==> config.mk <==
export PLATFORM = sky130hd
export DESIGN_NAME = uwtb_top
export DESIGN_NICKNAME = d
export VERILOG_FILES = /design/src/rtl/uwtb_pkg.sv /design/src/rtl/uwtb_baud_timer.sv /design/src/rtl/uwtb_sync.sv /design/src/rtl/uwtb_top.sv
export SDC_FILE = /design/constraint.sdc
export NUM_CORES = 1
export LEC_CHECK = 0
export ABC_AREA = 1
export BUFFER_PORTS_ARGS = -buffer_cell sky130_fd_sc_hd__buf_4
export CAP_MARGIN = 20
export CORE_ASPECT_RATIO = 0.8
export CORE_MARGIN = 5
export CORE_UTILIZATION = 51
export DETAILED_ROUTE_END_ITERATION = 8
export HOLD_SLACK_MARGIN = 0.08
export PLACE_DENSITY = 0.74
export SETUP_SLACK_MARGIN = 0.5
export SKIP_LAST_GASP = 1
export SYNTH_ARGS = -nofsm -noshare
export SYNTH_HDL_FRONTEND = slang
export SYNTH_SLANG_ARGS = --single-unit
==> constraint.sdc <==
create_clock -name clk -period 3.33 [get_ports clk]
set_clock_uncertainty 0.15 [all_clocks]
set_input_delay 0.4995 -clock clk [delete_from_list [all_inputs] [get_ports clk]]
set_output_delay 0.4995 -clock clk [all_outputs]
set_load 0.01 [all_outputs]
==> src/rtl/uwtb_pkg.sv <==
// Shared constants and types for the serial port with timer baud generation.
// Assumes a 32-bit classic Wishbone master and one system clock.
package uwtb_pkg;

  // ---------------------------------------------------------------
  // Register map (byte addresses, one 32-bit word each)
  // ---------------------------------------------------------------
  localparam logic [4:0] ADDR_CTRL   = 5'h00;
  localparam logic [4:0] ADDR_DATA   = 5'h04;
  localparam logic [4:0] ADDR_TCFG   = 5'h08;
  localparam logic [4:0] ADDR_RELOAD = 5'h0c;
  localparam logic [4:0] ADDR_LOW    = 5'h10;
  localparam logic [4:0] ADDR_STAT   = 5'h14;
  localparam logic [4:0] ADDR_MASK   = 5'h18;

  // ---------------------------------------------------------------
  // Field positions
  // ---------------------------------------------------------------
  localparam int CTL_SMODE = 7;
  localparam int CTL_RSVD  = 6;
  localparam int CTL_FILT  = 5;
  localparam int CTL_REN   = 4;
  localparam int CTL_TX9   = 3;
  localparam int CTL_RX9   = 2;
  localparam int CTL_TDONE = 1;
  localparam int CTL_RDONE = 0;
  localparam int TCFG_RUN  = 0;
  localparam int TCFG_SELL = 1;
  localparam int TCFG_SELH = 3;
  localparam int STAT_TX   = 0;
  localparam int STAT_RX   = 1;
  localparam int STAT_W    = 2;

  localparam logic [7:0] CTL_RSVD_VAL = 8'h40;
  localparam logic [7:0] CNT_TOP      = 8'hff;
  localparam logic [5:0] DIV4_LAST    = 6'h03;
  localparam logic [5:0] DIV12_LAST   = 6'h0b;
  localparam logic [5:0] DIV48_LAST   = 6'h2f;
  localparam logic [2:0] OSC8_LAST    = 3'h7;
  localparam logic [3:0] DATA_LAST    = 4'h7;
  localparam logic [3:0] TXLEN8       = 4'ha;
  localparam logic [3:0] TXLEN9       = 4'hb;

  typedef enum logic [2:0] {
    CLK_SYS   = 3'b000,
    CLK_DIV4  = 3'b001,
    CLK_DIV12 = 3'b010,
    CLK_DIV48 = 3'b011,
    CLK_OSC8  = 3'b100,
    CLK_T1PIN = 3'b101
  } uwtb_clksel_t;

  typedef struct packed {
    logic         run;
    uwtb_clksel_t sel;
  } uwtb_tcfg_t;

  typedef struct packed {
    logic txBit;
    logic rxSample;
  } uwtb_ticks_t;

endpackage

==> src/rtl/uwtb_baud_timer.sv <==
// Timer 1 in 8-bit auto-reload form with a hidden receive copy.
// Assumes extOscLvl and pinLvl are already synchronised to clk.
`timescale 1ns/100ps
module uwtb_baud_timer import uwtb_pkg::*; (
  input  wire logic        clk,
  input  wire logic        rst,
  input  wire uwtb_tcfg_t  tcfg,
  input  wire logic [7:0]  reloadByte,
  input  wire logic        lowWrEn,
  input  wire logic [7:0]  lowWrData,
  input  wire logic        rxRestart,
  input  wire logic        extOscLvl,
  input  wire logic        pinLvl,
  output logic [7:0]       lowCount,
  output uwtb_ticks_t      ticks
);
  logic [5:0] preCnt_r;
  logic [5:0] preLast;
  logic [2:0] oscCnt_r;
  logic       oscPrev_r;
  logic       pinPrev_r;
  logic [7:0] txCnt_r;
  logic [7:0] rxCnt_r;
  logic       txPhase_r;
  logic       rxPhase_r;
  logic       inc;
  logic       oscRise;
  logic       txOvf;
  logic       rxOvf;

  // ---------------------------------------------------------------
  // Clock source selection
  // ---------------------------------------------------------------
  always_comb
  begin
    case (tcfg.sel)
      CLK_DIV4:  preLast = DIV4_LAST;
      CLK_DIV12: preLast = DIV12_LAST;
      CLK_DIV48: preLast = DIV48_LAST;
      default:   preLast = '0;
    endcase
  end

  always_ff @(posedge clk or posedge rst)
    if (rst)
      preCnt_r <= '0;
    else if (preCnt_r >= preLast)
      preCnt_r <= '0;
    else
      preCnt_r <= preCnt_r + 6'h01;

  assign oscRise = extOscLvl & ~oscPrev_r;

  always_ff @(posedge clk or posedge rst)
    if (rst)
    begin
      oscPrev_r <= 1'b1;
      pinPrev_r <= 1'b1;
      oscCnt_r  <= '0;
    end
    else
    begin
      oscPrev_r <= extOscLvl;
      pinPrev_r <= pinLvl;
      if (oscRise)
        oscCnt_r <= oscCnt_r + 3'h1;
    end

  always_comb
  begin
    case (tcfg.sel)
      CLK_SYS:   inc = 1'b1;
      CLK_DIV4,
      CLK_DIV12,
      CLK_DIV48: inc = (preCnt_r == preLast);
      CLK_OSC8:  inc = oscRise & (oscCnt_r == OSC8_LAST);
      CLK_T1PIN: inc = pinPrev_r & ~pinLvl;
      default:   inc = 1'b0;
    endcase
    inc = inc & tcfg.run;
  end

  // ---------------------------------------------------------------
  // Counters and halving
  // ---------------------------------------------------------------
  assign txOvf = inc & (txCnt_r == CNT_TOP);
  assign rxOvf = inc & (rxCnt_r == CNT_TOP);

  always_ff @(posedge clk or posedge rst)
    if (rst)
      txCnt_r <= '0;
    else if (lowWrEn)
      txCnt_r <= lowWrData;
    else if (txOvf)
      txCnt_r <= reloadByte;
    else if (inc)
      txCnt_r <= txCnt_r + 8'h01;

  // Hidden copy; only the start edge and overflow reload it
  always_ff @(posedge clk or posedge rst)
    if (rst)
      rxCnt_r <= '0;
    else if (rxRestart)
      rxCnt_r <= reloadByte;
    else if (rxOvf)
      rxCnt_r <= reloadByte;
    else if (inc)
      rxCnt_r <= rxCnt_r + 8'h01;

  // First receive overflow after a restart lands mid start bit
  always_ff @(posedge clk or posedge rst)
    if (rst)
    begin
      txPhase_r <= 1'b0;
      rxPhase_r <= 1'b0;
    end
    else
    begin
      if (txOvf)
        txPhase_r <= ~txPhase_r;
      if (rxRestart)
        rxPhase_r <= 1'b0;
      else if (rxOvf)
        rxPhase_r <= ~rxPhase_r;
    end

  assign ticks.txBit    = txOvf & txPhase_r;
  assign ticks.rxSample = rxOvf & ~rxPhase_r & ~rxRestart;
  assign lowCount       = txCnt_r;
endmodule

==> src/rtl/uwtb_sync.sv <==
// Two-flop synchroniser for levels arriving from outside the clock domain.
// Assumes inputs change slowly relative to clk.
`timescale 1ns/100ps
module uwtb_sync import uwtb_pkg::*; #(
  parameter int W = 1
) (
  input  wire logic         clk,
  input  wire logic         rst,
  input  wire logic [W-1:0] async,
  output logic      [W-1:0] synced
);
  logic [W-1:0] meta_r;

  // Idle-high reset value suits the receive line and pins alike
  always_ff @(posedge clk or posedge rst)
    if (rst)
    begin
      meta_r <= '1;
      synced <= '1;
    end
    else
    begin
      meta_r <= async;
      synced <= meta_r;
    end
endmodule

==> src/rtl/uwtb_top.sv <==
// Full-duplex serial port, 8-bit and 9-bit framing, timer-driven baud.
// Assumes a classic Wishbone master on clk; rxd, extOscClk, timerPin are async.
`timescale 1ns/100ps

// What this block does
// - Full-duplex async port offering only framing modes 1 and 3.
// - Completed receive byte is buffered so the next reception can start.
// - Writing the data buffer loads the transmitter and starts sending.
// - Reading the data buffer returns the received byte, never transmit data.
// - Enabled interrupt requested when hardware sets transmit-done or receive-done.
// - Hardware never clears transmit-done or receive-done flags itself.
// - Baud from timer 1 in 8-bit auto-reload; transmit uses its low byte.
// - Receive bit clock uses a hidden copy of the timer low byte.
// - Both counters' overflows are halved; baud is half overflow rate.
// - Receive copy counts only with timer enabled and shares the reload.
// - Start edge on receive pin forces immediate receive counter reload.
// - Timer clock: system, divided by 4, 12, 48, oscillator/8, or pin.
// - 8-bit frame: start, eight data bits LSB first, stop.
// - 9-bit frame adds ninth bit; received ninth bit captured, stop ignored.
// - Transmit-done flag sets at start of the stop bit.
// - Load byte only if receive-done clear and multiprocessor check passes.
module uwtb_top import uwtb_pkg::*; (
  input  wire logic        clk,
  input  wire logic        rst,
  input  wire logic        wb_cyc_i,
  input  wire logic        wb_stb_i,
  input  wire logic        wb_we_i,
  input  wire logic [31:0] wb_adr_i,
  input  wire logic [3:0]  wb_sel_i,
  input  wire logic [31:0] wb_dat_i,
  output logic [31:0]      wb_dat_o,
  output logic             wb_ack_o,
  input  wire logic        rxd,
  output logic             txd,
  input  wire logic        extOscClk,
  input  wire logic        timerPin,
  output logic             irq
);

  typedef enum logic [2:0] {
    RX_IDLE  = 3'b000,
    RX_START = 3'b001,
    RX_DATA  = 3'b010,
    RX_NINTH = 3'b011,
    RX_STOP  = 3'b100
  } uwtb_rxst_t;

  typedef enum logic [0:0] {
    TX_IDLE = 1'b0,
    TX_BUSY = 1'b1
  } uwtb_txst_t;

  logic              smode_r;
  logic              mpf_r;
  logic              ren_r;
  logic              txNinth_r;
  logic              rxNinth_r;
  logic              txDone_r;
  logic              rxDone_r;
  uwtb_tcfg_t        tcfg_r;
  logic [7:0]        reload_r;
  logic [STAT_W-1:0] stat_r;
  logic [STAT_W-1:0] mask_r;
  logic [7:0]        rxBuf_r;
  logic [7:0]        rxShift_r;
  logic              ninth_r;
  logic [3:0]        rxCnt_r;
  uwtb_rxst_t        rxSt_r;
  logic              rxPrev_r;
  logic [10:0]       txShift_r;
  logic [3:0]        txLeft_r;
  uwtb_txst_t        txSt_r;
  logic [2:0]        syncIn;
  logic [2:0]        syncOut;
  logic              rxLvl;
  logic              req;
  logic              wrEn;
  logic              rdEn;
  logic [4:0]        adr;
  logic [31:0]       rdData;
  logic              rxStart;
  logic              rxCommit;
  logic              rxCheck;
  logic              txStopNow;
  logic [7:0]        lowCount;
  uwtb_ticks_t       ticks;
  logic [STAT_W-1:0] events;

  // ---------------------------------------------------------------
  // Pin synchronisation and baud timer
  // ---------------------------------------------------------------
  assign syncIn = {timerPin, extOscClk, rxd};

  uwtb_sync #(.W(3)) u_sync (
    .clk    (clk),
    .rst    (rst),
    .async  (syncIn),
    .synced (syncOut)
  );

  assign rxLvl = syncOut[0];

  uwtb_baud_timer u_timer (
    .clk        (clk),
    .rst        (rst),
    .tcfg       (tcfg_r),
    .reloadByte (reload_r),
    .lowWrEn    (wrEn && adr == ADDR_LOW),
    .lowWrData  (wb_dat_i[7:0]),
    .rxRestart  (rxStart),
    .extOscLvl  (syncOut[1]),
    .pinLvl     (syncOut[2]),
    .lowCount   (lowCount),
    .ticks      (ticks)
  );

  // ---------------------------------------------------------------
  // Wishbone slave
  // ---------------------------------------------------------------
  // Registers are a byte wide, so only lane 0 carries a write
  assign req  = wb_cyc_i & wb_stb_i & ~wb_ack_o;
  assign adr  = wb_adr_i[4:0];
  assign wrEn = req & wb_we_i & wb_sel_i[0];
  assign rdEn = req & ~wb_we_i;

  always_comb
  begin
    rdData = '0;
    case (adr)
      ADDR_CTRL:
      begin
        rdData[CTL_SMODE] = smode_r;
        rdData[CTL_RSVD]  = CTL_RSVD_VAL[CTL_RSVD];
        rdData[CTL_FILT]  = mpf_r;
        rdData[CTL_REN]   = ren_r;
        rdData[CTL_TX9]   = txNinth_r;
        rdData[CTL_RX9]   = rxNinth_r;
        rdData[CTL_TDONE] = txDone_r;
        rdData[CTL_RDONE] = rxDone_r;
      end
      ADDR_DATA:   rdData[7:0] = rxBuf_r;
      ADDR_TCFG:
      begin
        rdData[TCFG_RUN]            = tcfg_r.run;
        rdData[TCFG_SELH:TCFG_SELL] = tcfg_r.sel;
      end
      ADDR_RELOAD: rdData[7:0] = reload_r;
      ADDR_LOW:    rdData[7:0] = lowCount;
      ADDR_STAT:   rdData[STAT_W-1:0] = stat_r;
      ADDR_MASK:   rdData[STAT_W-1:0] = mask_r;
      default:     rdData = '0;
    endcase
  end

  // Answer one cycle after the request; unmapped reads return zero
  always_ff @(posedge clk or posedge rst)
    if (rst)
    begin
      wb_ack_o <= 1'b0;
      wb_dat_o <= '0;
    end
    else
    begin
      wb_ack_o <= req;
      if (rdEn)
        wb_dat_o <= rdData;
    end

  // ---------------------------------------------------------------
  // Control and timer configuration
  // ---------------------------------------------------------------
  always_ff @(posedge clk or posedge rst)
    if (rst)
    begin
      smode_r  <= 1'b0;
      mpf_r     <= 1'b0;
      ren_r     <= 1'b0;
      txNinth_r <= 1'b0;
      tcfg_r   <= '{run: 1'b0, sel: CLK_SYS};
      reload_r <= '0;
      mask_r   <= '0;
    end
    else if (wrEn)
    begin
      case (adr)
        ADDR_CTRL:
        begin
          smode_r <= wb_dat_i[CTL_SMODE];
          mpf_r     <= wb_dat_i[CTL_FILT];
          ren_r     <= wb_dat_i[CTL_REN];
          txNinth_r <= wb_dat_i[CTL_TX9];
        end
        ADDR_TCFG:
        begin
          tcfg_r.run <= wb_dat_i[TCFG_RUN];
          tcfg_r.sel <= uwtb_clksel_t'(wb_dat_i[TCFG_SELH:TCFG_SELL]);
        end
        ADDR_RELOAD: reload_r <= wb_dat_i[7:0];
        ADDR_MASK:   mask_r   <= wb_dat_i[STAT_W-1:0];
        default:     mask_r   <= mask_r;
      endcase
    end

  // Hardware set beats a same-cycle software clear
  always_ff @(posedge clk or posedge rst)
    if (rst)
    begin
      txDone_r  <= 1'b0;
      rxDone_r  <= 1'b0;
      rxNinth_r <= 1'b0;
    end
    else
    begin
      if (txStopNow)
        txDone_r <= 1'b1;
      else if (wrEn && adr == ADDR_CTRL)
        txDone_r <= wb_dat_i[CTL_TDONE];
      if (rxCommit)
        rxDone_r <= 1'b1;
      else if (wrEn && adr == ADDR_CTRL)
        rxDone_r <= wb_dat_i[CTL_RDONE];
      if (rxCommit)
        rxNinth_r <= smode_r ? ninth_r : rxLvl;
      else if (wrEn && adr == ADDR_CTRL)
        rxNinth_r <= wb_dat_i[CTL_RX9];
    end

  // ---------------------------------------------------------------
  // Interrupt status and mask
  // ---------------------------------------------------------------
  assign events[STAT_TX] = txStopNow;
  assign events[STAT_RX] = rxCommit;

  always_ff @(posedge clk or posedge rst)
    if (rst)
    begin
      stat_r <= '0;
      irq    <= 1'b0;
    end
    else
    begin
      stat_r <= ((rdEn && adr == ADDR_STAT) ? '0 : stat_r) | events;
      irq    <= |(stat_r & mask_r);
    end

  // ---------------------------------------------------------------
  // Transmitter
  // ---------------------------------------------------------------
  assign txStopNow = (txSt_r == TX_BUSY) & ticks.txBit & (txLeft_r == 4'h1);

  // A write while busy restarts the frame with the new byte
  always_ff @(posedge clk or posedge rst)
    if (rst)
    begin
      txSt_r    <= TX_IDLE;
      txShift_r <= '1;
      txLeft_r  <= '0;
      txd       <= 1'b1;
    end
    else if (wrEn && adr == ADDR_DATA)
    begin
      txSt_r    <= TX_BUSY;
      txShift_r <= {1'b1, smode_r ? txNinth_r : 1'b1, wb_dat_i[7:0], 1'b0};
      txLeft_r  <= smode_r ? TXLEN9 : TXLEN8;
    end
    else if (ticks.txBit)
    begin
      case (txSt_r)
        TX_BUSY:
        begin
          if (txLeft_r == 4'h0)
            txSt_r <= TX_IDLE;
          else
          begin
            txd       <= txShift_r[0];
            txShift_r <= {1'b1, txShift_r[10:1]};
            txLeft_r  <= txLeft_r - 4'h1;
          end
        end
        default: txSt_r <= TX_IDLE;
      endcase
    end

  // ---------------------------------------------------------------
  // Receiver
  // ---------------------------------------------------------------
  assign rxStart  = (rxSt_r == RX_IDLE) & ren_r & tcfg_r.run & rxPrev_r & ~rxLvl;
  assign rxCheck  = smode_r ? ninth_r : rxLvl;
  assign rxCommit = (rxSt_r == RX_STOP) & ticks.rxSample & ~rxDone_r & (~mpf_r | rxCheck);

  always_ff @(posedge clk or posedge rst)
    if (rst)
      rxPrev_r <= 1'b1;
    else
      rxPrev_r <= rxLvl;

  always_ff @(posedge clk or posedge rst)
    if (rst)
      rxBuf_r <= '0;
    else if (rxCommit)
      rxBuf_r <= rxShift_r;

  // Stalls mid-frame if the timer is stopped; frame resumes on restart
  always_ff @(posedge clk or posedge rst)
    if (rst)
    begin
      rxSt_r    <= RX_IDLE;
      rxShift_r <= '0;
      ninth_r   <= 1'b0;
      rxCnt_r   <= '0;
    end
    else if (rxStart)
      rxSt_r <= RX_START;
    else if (ticks.rxSample)
    begin
      case (rxSt_r)
        RX_START:
        begin
          rxCnt_r <= '0;
          rxSt_r  <= rxLvl ? RX_IDLE : RX_DATA;
        end
        RX_DATA:
        begin
          rxShift_r <= {rxLvl, rxShift_r[7:1]};
          rxCnt_r   <= rxCnt_r + 4'h1;
          if (rxCnt_r == DATA_LAST)
            rxSt_r <= smode_r ? RX_NINTH : RX_STOP;
        end
        RX_NINTH:
        begin
          ninth_r <= rxLvl;
          rxSt_r  <= RX_STOP;
        end
        RX_STOP: rxSt_r <= RX_IDLE;
        default: rxSt_r <= RX_IDLE;
      endcase
    end
endmodule

# Word-level counts from Yosys, hierarchy flattened
# Cells that the tools add are included.
word_totals:
  ff_bits: 110
  latch_bits: 0
  mem_bits_rw: 0
  romBits: 0
  in_bits: 76
  mem_count: 0
op_classes:
  add_sub_neg: 6
  mul: 0
  div_mod_pow: 0
  order_cmp: 1
  n_eq_ne: 23
  n_shift: 0
  muxes: 43
  bitwise: 38
  n_reduce_logical: 29
op_table:
  columns: ["cell", "count"]
  rows:
  - ["two-way mux 8 bit", 6]
  - ["two-way mux 11 bit", 4]
  - ["AND 1 bit", 23]
  - ["one-hot mux 6 bit (3 select lines)", 1]
  - ["adder 8 x 1 -> 8 bit (second input constant)", 2]
  - ["== test 8 bit (second input constant)", 2]
  - ["two-way mux 4 bit", 4]
  - ["one-hot mux 4 bit (4 select lines)", 1]
  - ["== test 5 bit (second input constant)", 3]
  - ["two-way mux 1 bit", 15]
  - ["one-hot mux 2 bit (7 select lines)", 1]
  - ["nonzero test 2 bit", 7]
  - ["== test 3 x 2 -> 1 bit (second input constant)", 4]
  - ["== test 3 bit (second input constant)", 4]
  - ["two-way mux 3 bit", 4]
  - ["NOT 1 bit", 12]
  - ["AND reduction 3 bit", 4]
  - ["== test 5 x 4 -> 1 bit (second input constant)", 2]
  - ["one-hot mux 2 bit (5 select lines)", 1]
  - ["AND reduction 2 bit", 5]
  - ["one-hot mux 3 bit (3 select lines)", 1]
  - ["one-hot mux 4 bit (2 select lines)", 1]
  - ["adder 6 x 1 -> 6 bit (second input constant)", 1]
  - ["== test 3 x 1 -> 1 bit (second input constant)", 2]
  - ["other kinds (24)", 30]

# Logic depth before layout (Yosys ltp)
# Gate-level depths: netlist of run 1.
logic_depth:
  ltp_word: 12
  depth_mapped: 17

# Hierarchy
# From an unflattened synthesis of run 1, not the netlist that was laid out.
hier_totals:
  cells_unflattened: 726
  hier_area_um2: 5853.1
by_module_without_submodules:
  columns: ["mod", "n_inst", "cells_each", "area_each_um2"]
  rows:
  - ["uwtb_top", 1, 454, 3696.0]
  - ["uwtb_baud_timer", 1, 265, 1995.7]
  - ["uwtb_sync", 1, 7, 161.4]

# Worst setup path before layout of run 1
# Ideal clock, no wire load.
synth_timing:
  kind: "reg-to-reg"
  from: "register tcfg_r[1] (netlist bit)"
  to: "register rxBuf_r[0]"
  setup_ns: 0.118
  arrival_ns: 1.845
  setup_slack_ns: 1.217
  stages_incl_launch_ff: 18
  cell_sequence: "dfrtp_1 inv_2 nand2_1 nand2_1 inv_1 ha_1 nand2_1 nor2_1 nand2_1 nand2_1 nand2_1 nand2_2 nand3_4 nand2_4 nand3_1 buf_2 nand2_1 nand2_1"
synth_between:
  elab_chain_cells: 11
synth_rtl:
  columns: ["item", "line", "rtl"]
  rows:
  - ["start, declared", "uwtb_top.sv:60", "uwtb_tcfg_t tcfg_r;"]
  - ["start signal, assigned", "uwtb_top.sv:179", "tcfg_r <= '{run: 1'b0, sel: CLK_SYS};"]
  - ["== test 3 x 2 -> 1 bit / == test 3 x 1 -> 1 bit (equally long branches)", "uwtb_baud_timer.sv:36, uwtb_baud_timer.sv:71", null]
  - ["one-hot mux 6 bit (3 select lines)", "uwtb_baud_timer.sv:36", "case (tcfg.sel)"]
  - ["== test 6 bit", "uwtb_baud_timer.sv:75", "CLK_DIV48: inc = (preCnt_r == preLast);"]
  - ["one-hot mux 1 bit (4 select lines) (*)", "uwtb_baud_timer.sv:71", "case (tcfg.sel)"]
  - ["AND 1 bit (*)", "uwtb_baud_timer.sv:80", "inc = inc & tcfg.run;"]
  - ["AND 1 bit (*)", "uwtb_baud_timer.sv:87", "assign rxOvf = inc & (rxCnt_r == CNT_TOP);"]
  - ["AND 1 bit (*) (2 in series)", "uwtb_baud_timer.sv:128", "assign ticks.rxSample = rxOvf & ~rxPhase_r & ~rxRestart;"]
  - ["AND 1 bit (*) (3 in series)", "uwtb_top.sv:289", "assign rxCommit = (rxSt_r == RX_STOP) & ticks.rxSample & ~rxDone_r & (~mpf_r | rxCheck);"]
  - ["end signal, assigned", "uwtb_top.sv:301", "rxBuf_r <= rxShift_r;"]
  - ["end, declared", "uwtb_top.sv:64", "logic [7:0] rxBuf_r;"]
# Every way passes the cells marked *; elsewhere a longest branch is shown, timed or not.
# A chain may end at the register's enable or synchronous reset.

# Worst setup path in the final report of run 1
layout_timing:
  from: "register tcfg_r[2] (netlist bit)"
  to: "register rxShift_r[0]"
layout_between:
  elab_chain_cells: 9
layout_rtl:
  columns: ["item", "line", "rtl"]
  rows:
  - ["== test 3 x 2 -> 1 bit / == test 3 x 1 -> 1 bit (equally long branches)", "uwtb_baud_timer.sv:36, uwtb_baud_timer.sv:71", null]
  - ["one-hot mux 6 bit (3 select lines)", "uwtb_baud_timer.sv:36", null]
  - ["== test 6 bit", "uwtb_baud_timer.sv:75", null]
  - ["one-hot mux 1 bit (4 select lines) (*)", "uwtb_baud_timer.sv:71", null]
  - ["AND 1 bit (*)", "uwtb_baud_timer.sv:80", null]
  - ["AND 1 bit (*)", "uwtb_baud_timer.sv:87", null]
  - ["AND 1 bit (*) (2 in series)", "uwtb_baud_timer.sv:128", null]
  - ["AND reduction 3 bit (no source line) (*)", null, null]
  - ["end signal, assigned", "uwtb_top.sv:324", "rxShift_r <= {rxLvl, rxShift_r[7:1]};"]
  - ["end, declared", "uwtb_top.sv:65", "logic [7:0] rxShift_r;"]
# Marked as above.

==> results of run 1 <==
-- metrics by stage --
stage	utilization, %	setup slack [ns]	power (W)
3_5_place_dp	54.1	0.659	0.00184
4_1_cts	56.8	0.641	0.00293
2_1_floorplan	-	1.22	0.00175
5_1_grt	56.9	0.517	0.00305
3_3_place_gp	54.1	0.711	0.00182
6_report	56.9	0.810	0.00291
-- how the worst min path moves through the flow --
stage | startpoint | to | slack (ns) | cells past startpoint
2_1_floorplan | u_sync.meta_r[0]$_DFF_PP1_ | u_sync.synced[0]$_DFF_PP1_ | 0.20 | 0
3_3_place_gp | u_sync.meta_r[1]$_DFF_PP1_ | u_sync.synced[1]$_DFF_PP1_ | 0.20 | 0
3_5_place_dp | u_sync.meta_r[2]$_DFF_PP1_ | u_sync.synced[2]$_DFF_PP1_ | 0.20 | 0
4_1_cts | timerPin | u_sync.meta_r[2]$_DFF_PP1_ | 0.09 | 1
5_1_grt | timerPin | u_sync.meta_r[2]$_DFF_PP1_ | 0.09 | 1
6_report | rxd | u_sync.meta_r[0]$_DFF_PP1_ | 0.10 | 1
-- power breakdown --
group	switching [W]	leakage [nW]	internal [W]
Clock	0.000487	0.146	0.000606
Sequential	0.0000779	1.40	0.00141
Combinational	0.000191	1.72	0.000135
Total	0.000755	3.26	0.00215
-- cell usage after synthesis, drive strengths merged --
cell / count / area share (%)
nand4: 27 / 2.8
mux2i: 2 / 0.34
xnor2: 4 / 0.59
o21a: 1 / 0.13
conb: 1 / 0.063
inv: 72 / 4.6
o21ai: 59 / 5.5
nand2: 246 / 16
dfrtp: 89 / 37
nor2: 43 / 4.1
o22ai: 5 / 0.52
nor3: 4 / 0.34
nand3: 59 / 5.6
or3: 1 / 0.10
o2111ai: 2 / 0.29
nor3b: 3 / 0.38
and3: 1 / 0.10
clkbuf: 1 / 0.063
or2: 3 / 0.31
ha: 13 / 2.7
o211ai: 4 / 0.50
xor2: 11 / 1.6
a21oi: 8 / 0.67
a211oi: 1 / 0.13
mux2: 2 / 0.38
nand3b: 4 / 0.71
dfstp: 20 / 8.8
clkinv: 2 / 0.13
buf: 40 / 5.1
-- metal layers --
metal / wire [um] / vias to the layer above / global-route usage [%]
li1: - / 2366 / -
met1: 5740 / 2281 / 27.0
met2: 5850 / 154 / 30.7
met3: 1060 / 25 / 5.53
met4: 284 / 0 / 6.17
met5: 0 / - / 0
-- critical path, delay by kind of cell, from the launching register on --
family	cells	cell delay [ns]
buf+inv	3	0.35
fa+ha+maj	1	0.32
flops	1	0.40
simple gates	11	1.18
-- registers in the layout, summed over array words and instances (netlist names), 4 cells and up --
| name | cells |
|---|---|
| tcfg_r | 4 |
| u_timer.rxCnt_r | 8 |
| wb_dat_o | 8 |
| txShift_r | 10 |
| u_timer.preCnt_r | 6 |
| txLeft_r | 4 |
| rxCnt_r | 4 |
| reload_r | 8 |
| rxShift_r | 8 |
| u_timer.lowCount | 8 |
| rxBuf_r | 8 |
-- timing repair --
| item | 4_1_cts | 5_1_grt |
|---|---|---|
| resized for setup | 0 | 4 |
| setup buffers | 0 | 0 |
| setup endpoints to repair | 0 | 26 |
-- layout by cell type, fill, tap and decap left out, types with 2 or more instances in the layout --
| cell type | count |
|---|---|
| nand2_1 | 237 |
| dfrtp_1 | 89 |
| inv_1 | 60 |
| nand3_1 | 53 |
| o21ai_0 | 50 |
| buf_4 | 33 |
| nor2_1 | 29 |
| nand4_1 | 27 |
| conb_1 | 24 |
| dfstp_2 | 20 |
| ha_1 | 13 |
| xor2_1 | 11 |
| inv_2 | 10 |
| clkbuf_16 | 9 |
| o21ai_2 | 8 |
| a21oi_1 | 8 |
| nor2_4 | 7 |
| nor2_2 | 6 |
| nand2_2 | 5 |
| o22ai_1 | 5 |
| nand2_4 | 4 |
| nand3_2 | 4 |
| nor3_1 | 4 |
| o211ai_1 | 4 |
| xnor2_1 | 4 |
| nor3b_1 | 3 |
| or2_2 | 3 |
| nand3b_1 | 3 |
| nand3_4 | 2 |
| clkinv_1 | 2 |
| mux2_2 | 2 |
| o2111ai_1 | 2 |
| clkinvlp_4 | 2 |
| mux2i_1 | 2 |
| clkinv_4 | 2 |
-- cell families (layout without fill, tap and decap cells) --
| group | after synthesis | after routing |
|---|---|---|
| buffers and inverters | 115 | 125 |
| DFF | 109 | 109 |
| adders and majority gates | 13 | 13 |
| other | 1 | 24 |
| xor gates and xnor gates | 15 | 15 |
| muxes | 4 | 4 |
| AOI/OAI and AO/OA | 80 | 80 |
| and+or+nand+nor | 391 | 391 |
-- cell type report --
class / instances / area [sq um]
Inverter: 74 / 284
Tap cell: 148 / 185
Timing Repair Buffer: 35 / 283
Sequential cell: 109 / 2750
Multi-Input combinational cell: 527 / 2720
Fill cell: 1027 / 4940
Clock buffer: 11 / 243
Clock inverter: 5 / 60.1
==> run_results.csv, run 1 <==
group,metric,value,unit
cts,clkTransAtPathRegs,0.07,ns
cts,clockBufferDepth,2,
floorplanning,die_w,131,um
placement,dp_cells,893,
logic_synthesis,synth_top_family_by_area,"simple AND/OR/NAND/NOR gates",
final_layout,flow.area_growth_from_synthesis,9.44,%
setup_path,rr_worst_depth,15,
drt,via_per_inst,5.31,
floorplanning,die-area,0.0140,sq mm
floorplanning,ioPinCount,111,
logic_synthesis,ys.warnings.count,0,
pwr,power.density,445,mW/mm^2
logic_synthesis,muxShareOfSynthArea,0.713,%
logic_synthesis,synth-seq-cells,109,
sta,slew_headroom,31.5,%
logic_synthesis,synth.avg_cell_area,8.20,sq um
grt,grt_start_max_net_pins,110,
grt,grt_pass1_wl,22200,um
final_layout,diodes,0,
setup_path,arrival,2.61,ns
sta,setup-violations-final,0,
setup_path,endpoint,"rxShift_r[0]$_DFFE_PP0P_",
setup_path,r2r_start,"tcfg_r[2]$_DFFE_PP0P_",
final_layout,final_cell_area,0.00653,sq mm
sta,tns,0,ns
drt,wirelength,12900,um
job,maxCapViolCount,0,
cts,root_buffer,"clkbuf_16",
cts,htreeDepth,3,
sta,final_max_slew_viol_count,0,
logic_synthesis,synth-compound-area-share,7.70,%
floorplanning,core_area,0.0115,sq mm
cts,holdBufCountCts,0,
logic_synthesis,yosysUniqueCellTypes,43,
floorplanning,rows,35,
grt,antenna_found_initial,0,
logic_synthesis,syn_inst,728,
setup_path,end_kind,"flop",
sta,rsz0062_at_grt,"false",
drt,via_count,4826,
drt,dr.first_iter.drc_count,412,
setup_path,reg2reg_slack,0.81,ns
setup_path,path_cells,"inv_2, nand3_1, ha_1, inv_1, nor2_1, nand2_1, nand2_1, nand2_1, nand2_4, nand3_4, nand2_4, buf_8, nand3_4, nand2_1, nand2_1",
final_layout,nets,845,
sta,finalCritPeriodShare,75.7,%
logic_synthesis,netlist_area,0.00597,sq mm
placement,dp.final_hpwl,9540,um
setup_path,cpPeakStageDelay,0.40,ns
logic_synthesis,synthSimpleGateAreaFrac,30.6,%
placement,gp_congestion,0.927,
logic_synthesis,synth-seq-area-share,46.1,%
setup_path,crit_slowest_cell,"dfrtp_1",
floorplanning,initial_core_util,52.0,%
floorplanning,die_y,107,um
pwr,leakage,3.26,nW
pwr,ir_worst_vdd,0.000325,V
grt,first_global_vias,4652,
status,outcome,"finished, final reports clean",
sta,timing.hold.ws,0.101,ns
setup_path,r2r-end,"rxShift_r[0]$_DFFE_PP0P_",
setup_path,crit_start,"tcfg_r[2]$_DFFE_PP0P_",
grt,track_usage,19.8,%
final_layout,final_cells,909,
drt,firstDrtPassIters,7,
setup_path,worst_ep_required_time,3.42,ns
setup_path,path_class,"flop to flop",
setup_path,critPathMostFrequentCell,"nand2_1",
drt,route.detailed.drc,0,
grt,grt_overflow_total,0,
cts,clkSinkCount,109,
setup_path,start_kind,"flop",
setup_path,crit_path_max_fanout,29,
sta,worstMarginPinSlew,1.02,ns
cts,cts_buffers,9,
placement,placed_area,0.00621,sq mm
drt,ant_nets,0,
drt,wl_per_cell,14.2,um
logic_synthesis,synth_xor_xnor_area_share,2.20,%
final_layout,drive_above_1_share,16.4,%
placement,io_buffers,32,
logic_synthesis,synth-adder-area-share,2.73,%
cts,cts_tree,"yes",
sta,period_needed,2.52,ns
sta,max_clock_freq,0.397,GHz
cts,worstSkewPairLatency,0.35,ns
worst_hold_path,hold_path.class,"input pin to flop",
sta,finalHoldViolations,0,
(Power assumes the default switching activity.)
==> run 2: changes to the inputs <==
- CORE_UTILIZATION: 51 -> 56
- PLACE_DENSITY: 0.74 -> 0.77
- clock period: 3.33 -> 2.6 ns (I/O delays scaled with it)
==> run 2 against run 1 <==
Power grew 38%. Sequential share of layout area shrank 3.3 points. Sequential cell count is the same. Global-route usage grew 3.2 points. Cell count grew 3.1%. Routed wire length grew 9.2%. Hold slack lost 0.037 ns. Non-clock buffer count grew 35. Core utilization grew 12 points. Maximum frequency grew 11%.
==> run_results.csv, run 2 (synthesis gave the netlist of run 1 again) <==
group,metric,value,unit
setup_path,arrival,2.41,ns
sta,rsz0062_at_grt,"true",
final_layout,nets,881,
setup_path,rr_worst_depth,16,
grt,track_usage,23.1,%
sta,finalHoldViolations,0,
status,outcome,"finished, final reports clean",
setup_path,end_kind,"flop",
setup_path,r2r-end,"txShift_r[2]$_DFFE_PP1P_",
pwr,p_switching,0.00102,W
placement,gp_congestion,0.974,
cts,cts_buffers,9,
grt,grt_use_met2,39.0,%
final_layout,layout_common_cells,"nand2_1 (225), dfrtp_1 (87), inv_1 (57)",
setup_path,crit_slowest_cell,"dfrtp_2",
drt,ant_nets,0,
cts,clockBufferDepth,2,
placement,io_buffers,32,
floorplanning,initial_core_util,57.8,%
pwr,leakage,3.47,nW
setup_path,path_cells,"inv_2, nand2_2, nand2_2, inv_2, ha_4, nand2_2, nor2_1, nand2_1, nand2_1, nand2_2, nand2_4, nand4_1, nand2_4, buf_6, nand3_1, nand2_1",
cts,clkSinkCount,109,
grt,met1_usage,29.8,%
pwr,clockPowerShare,39.8,%
cts,htreeDepth,3,
final_layout,fillerInstances,814,
drt,route.detailed.drc,0,
cts,worstSkewPairLatency,0.35,ns
sta,worstMarginPinSlew,0.629,ns
pwr,p_total,0.00402,W
cts,cts_tree,"yes",
final_layout,drive_above_1_share,24.7,%
setup_path,r2r_start,"tcfg_r[1]$_DFFE_PP0P_",
job,maxCapViolCount,0,
final_layout,flow.area_growth_from_synthesis,18.8,%
grt,grt_start_max_net_pins,110,
grt,grt_overflow_total,0,
grt,busiest_layer,"met2",
floorplanning,rows,33,
setup_path,worst_ep_required_time,2.74,ns
floorplanning,core_area,0.0103,sq mm
setup_path,start_kind,"flop",
final_layout,final_common_cell,"nand2_1",
grt,antenna_found_initial,0,
worst_hold_path,hold_path.class,"input pin to async pin",
setup_path,path_class,"flop to flop",
setup_path,reg2reg_slack,0.34,ns
pwr,combPwrFrac,12.8,%
grt,met3_usage,5.43,%
sta,final_max_slew_viol_count,0,
placement,dp.final_hpwl,9530,um
cts,root_buffer,"clkbuf_16",
sta,slew_headroom,57.9,%
final_layout,largest_register_ffs,10,
sta,finalCritPeriodShare,87.1,%
drt,wirelength,14100,um
floorplanning,die_y,102,um
pwr,internal-power,0.00300,W
setup_path,crit_path_max_fanout,5,
pwr,seq_power_share,47.5,%
final_layout,diodes,0,
drt,via_count,5067,
pwr,power.density,567,mW/mm^2
grt,grt_pass1_wl,23900,um
cts,clkTransAtPathRegs,0.07,ns
drt,wl_per_cell,15.1,um
sta,setup-violations-final,0,
drt,firstDrtPassIters,5,
floorplanning,ioPinCount,111,
sta,period_needed,2.26,ns
sta,tns,0,ns
pwr,ir_worst_vdd,0.000331,V
setup_path,critPathMostFrequentCell,"nand2_2",
pwr,p_sw_share,25.3,%
drt,via_per_inst,5.41,
setup_path,cpPeakStageDelay,0.45,ns
drt,dr.first_iter.drc_count,421,
final_layout,top_register,"txShift_r",
floorplanning,die-area,0.0128,sq mm
sta,max_clock_freq,0.442,GHz
floorplanning,die_w,125,um
grt,first_global_vias,4997,
[run 2: cell count changes in the layout (fill, tap and decap cells not counted), sizes merged]
cell,before,now
bufinv,1,3
clkbuf,11,10
buf,35,67
dlygate4sd3,0,3
nand2,246,247
clkinvlp,2,3
clkinv,5,3
[run 2: through the flow]
stage | hold WS, ns | utilization, % | setup WS, ns | cell area (sq um) | cells
final | 0.0638 | 68.7 | 0.336 | 7090 | 937
after global routing | 0.120 | 68.7 | 0.193 | 7090 | 937
after CTS | 0.0861 | 67.3 | 0.380 | 6950 | 931
after detailed placement | 0.199 | 60.9 | 0.142 | 6290 | 896
after global placement | 0.196 | 60.9 | 0.184 | 6290 | 896
after floorplan | 0.195 | - | 0.491 | 6070 | 751
[run 2: worst max path at each step]
stage / start / endpoint / slack (ns) / cells after the start
global placement: tcfg_r[0]$_DFFE_PP0P_ / rxNinth_r$_DFFE_PP0P_ / 0.18 / 16
CTS: tcfg_r[1]$_DFFE_PP0P_ / rxShift_r[6]$_DFFE_PP0P_ / 0.38 / 17
global route: tcfg_r[1]$_DFFE_PP0P_ / txShift_r[8]$_DFFE_PP1P_ / 0.19 / 16
floorplan: tcfg_r[1]$_DFFE_PP0P_ / rxShift_r[0]$_DFFE_PP0P_ / 0.49 / 17
detailed placement: tcfg_r[2]$_DFFE_PP0P_ / rxNinth_r$_DFFE_PP0P_ / 0.14 / 14
finish: tcfg_r[1]$_DFFE_PP0P_ / txShift_r[2]$_DFFE_PP1P_ / 0.34 / 16
[run 2: critical path, delay by kind of cell (launching register included)]
family	cells	cell delay (ns)
adders and majority gates	1	0.25
buffers and inverters	3	0.26
DFF	1	0.45
and+or+nand+nor	12	1.09
[run 2: per-layer routing]
metal  part of all wire (%)  wire length, um  vias to the layer above
met2                     48             6740                      175
met1                     43             6120                     2425
met3                    6.9              981                       25
met4                    2.1              301                        0
met5                      0                0                        -
li1                       -                -                     2442
[run 2: power by group through the flow]
| stage | clock network (W) | logic [W] | registers (W) |
|---|---|---|---|
| 6_report | 0.00160 | 0.000513 | 0.00191 |
| 4_1_cts | 0.00161 | 0.000477 | 0.00191 |
| 2_1_floorplan | 0 | 0.000332 | 0.00191 |
| 3_3_place_gp | 0 | 0.000402 | 0.00193 |
| 3_5_place_dp | 0 | 0.000423 | 0.00194 |
| 5_1_grt | 0.00170 | 0.000580 | 0.00192 |
[run 2: area by class of cell]
type	count	area (sq um)	area share, %
Multi-Input combinational cell	528	2940	41.5
Sequential cell	109	2760	38.9
Timing Repair Buffer	70	583	8.22
Inverter	74	284	4.01
Clock buffer	10	239	3.37
Tap cell	140	175	2.47
Clock inverter	6	110	1.55
[run 2: repair_timing]
item,in CTS,in global routing
gates resized for setup,38,22
gates cloned,1,0
setup endpoints to repair,63,69
hold buffers,3,0
pin swaps,20,6
buffers inserted,15,6
hold endpoints to repair,3,0
==> run 3: changes to the inputs <==
- CORE_UTILIZATION: 56 -> 49
- MAX_ROUTING_LAYER: default -> met4
- PLACE_DENSITY: 0.77 -> 0.69
==> run 3 against run 2 <==
Non-clock buffer count grew 4. Hold slack lost 0.0010 ns. Critical endpoint is now u_timer.rxCnt_r[1]$_DFFE_PP0P_. Critical path depth grew 1. Largest cell class unchanged.
==> run_results.csv, run 3 (synthesis gave the netlist of run 1 again) <==
group,metric,value,unit
grt,grt_pass1_wl,24100,um
setup_path,r2r-end,"u_timer.rxCnt_r[1]$_DFFE_PP0P_",
setup_path,crit_start,"tcfg_r[1]$_DFFE_PP0P_",
cts,worstSkewPairLatency,0.35,ns
pwr,combPwrFrac,13.6,%
grt,antenna_found_initial,0,
placement,io_buffers,32,
grt,grt_overflow_total,0,
pwr,p_sw_share,26.1,%
placement,gp_congestion,0.908,
final_layout,nets,885,
final_layout,top_register,"txShift_r",
cts,root_buffer,"clkbuf_16",
sta,period_needed,2.34,ns
cts,clkSinkCount,109,
drt,dr.first_iter.drc_count,473,
pwr,clockPowerShare,37.5,%
floorplanning,die_w,133,um
sta,tns,0,ns
drt,via_per_inst,5.35,
sta,finalCritPeriodShare,89.9,%
setup_path,r2r_start,"tcfg_r[1]$_DFFE_PP0P_",
pwr,leakage,3.51,nW
final_layout,drive_above_1_share,27.5,%
cts,cts_buffers,9,
setup_path,worst_ep_required_time,2.69,ns
sta,slew_headroom,55.4,%
final_layout,final_cells,953,
final_layout,final_common_cell,"nand2_1",
setup_path,path_class,"flop to flop",
sta,finalHoldViolations,0,
drt,firstDrtPassIters,8,
drt,route.detailed.drc,0,
drt,via_count,5096,
floorplanning,ioPinCount,111,
pwr,p_switching,0.00102,W
cts,cts_tree,"yes",
setup_path,endpoint,"u_timer.rxCnt_r[1]$_DFFE_PP0P_",
floorplanning,core_area,0.0121,sq mm
drt,wirelength,14600,um
status,outcome,"finished, final reports clean",
worst_hold_path,hold_path.class,"input pin to async pin",
cts,clockBufferDepth,2,
sta,timing.hold.ws,0.0628,ns
final_layout,layout_common_cells,"nand2_1 (212), dfrtp_1 (87), buf_4 (60)",
floorplanning,die-area,0.0145,sq mm
floorplanning,rows,36,
final_layout,flow.area_growth_from_synthesis,21.2,%
setup_path,start_kind,"flop",
grt,grt_start_max_net_pins,110,
cts,htreeDepth,3,
placement,dp_cells,908,
floorplanning,die_y,109,um
floorplanning,initial_core_util,49.4,%
grt,first_global_vias,5024,
setup_path,rr_worst_depth,17,
pwr,ir_worst_vdd,0.000366,V
pwr,power.density,540,mW/mm^2
job,maxCapViolCount,0,
cts,clkTransAtPathRegs,0.07,ns
sta,rsz0062_at_grt,"true",
setup_path,crit_path_max_fanout,9,
final_layout,diodes,0,
sta,setup-violations-final,0,
pwr,internal-power,0.00288,W
setup_path,reg2reg_slack,0.26,ns
sta,max_clock_freq,0.428,GHz
pwr,seq_power_share,48.9,%
final_layout,largest_register_ffs,10,
drt,wl_per_cell,15.3,um
sta,worstMarginPinSlew,0.667,ns
setup_path,end_kind,"flop",
placement,dp.final_hpwl,9990,um
drt,ant_nets,0,
grt,track_usage,21.3,%
sta,final_max_slew_viol_count,0,
setup_path,arrival,2.42,ns
-- run 3: per-layer routing --
layer,vias up,global-route usage [%],part of all wire [%],routed length (um)
met5,-,-,0,0
met4,0,7.64,2.0,286
met3,23,3.64,5.6,817
met2,148,34.4,48,7020
met1,2480,27.6,44,6450
li1,2445,-,-,-
-- run 3: how the worst min path moves through the flow --
| stage | startpoint | endpoint | slack (ns) | depth (start not counted) |
|---|---|---|---|---|
| floorplan | u_sync.meta_r[0]$_DFF_PP1_ | u_sync.synced[0]$_DFF_PP1_ | 0.20 | 0 |
| global placement | u_sync.meta_r[1]$_DFF_PP1_ | u_sync.synced[1]$_DFF_PP1_ | 0.20 | 0 |
| detailed placement | u_sync.meta_r[2]$_DFF_PP1_ | u_sync.synced[2]$_DFF_PP1_ | 0.20 | 0 |
| CTS | rst | u_timer.oscCnt_r[1]$_DFFE_PP0P_ | 0.1 | 3 |
| global route | rst | rxShift_r[0]$_DFFE_PP0P_ | 0.1 | 3 |
| finish | rst | rxShift_r[0]$_DFFE_PP0P_ | 0.06 | 3 |
-- run 3: area by class of cell --
type / count / area (sq um)
clock buffers: 9 / 225
well taps: 152 / 190
flip-flops and latches: 109 / 2760
repair buffers: 74 / 613
clock inverters: 7 / 88.8
multi-input cells: 528 / 3070
inverters: 74 / 287
fillers: 1041 / 4840
-- run 3: repair_timing --
item | CTS | global route
resized for setup | 46 | 51
setup endpoints to repair | 63 | 69
endpoints found under the hold margin | 3 | 0
hold buffers | 3 | 0
pin swaps | 27 | 25
cloned | 1 | 0
setup buffers | 16 | 9
-- run 3: power by group through the flow --
stage	clock network [W]	registers (W)	logic (W)
3_5_place_dp	0	0.00194	0.000425
3_3_place_gp	0	0.00193	0.000406
4_1_cts	0.00149	0.00191	0.000473
2_1_floorplan	0	0.00191	0.000332
5_1_grt	0.00156	0.00193	0.000601
6_report	0.00146	0.00191	0.000529
-- run 3: critical path, cell delays in order (launching register included) --
cell and delay [ns]:
dfrtp_2 0.45, inv_2 0.10, nand2_4 0.07, nand2_4 0.07
inv_2 0.05, ha_4 0.26, nand2_4 0.05, nor2_4 0.07
nand2_2 0.08, nand2_2 0.07, nand2_2 0.06, nand2_4 0.12
buf_4 0.14, nand2_4 0.08, nand2_2 0.17, inv_2 0.10
nand2_1 0.08, nand2_1 0.06
-- run 3: metrics by stage --
| step | power, W | utilization [%] | setup WS [ns] | cell area [sq um] |
|---|---|---|---|---|
| after CTS | 0.00387 | 57.7 | 0.325 | 6960 |
| after floorplan | 0.00224 | - | 0.491 | 6070 |
| final | 0.00390 | 59.9 | 0.262 | 7230 |
| after detailed placement | 0.00236 | 52.2 | 0.115 | 6300 |
| after global placement | 0.00234 | 52.2 | 0.163 | 6300 |
| after global routing | 0.00409 | 59.9 | 0.136 | 7230 |
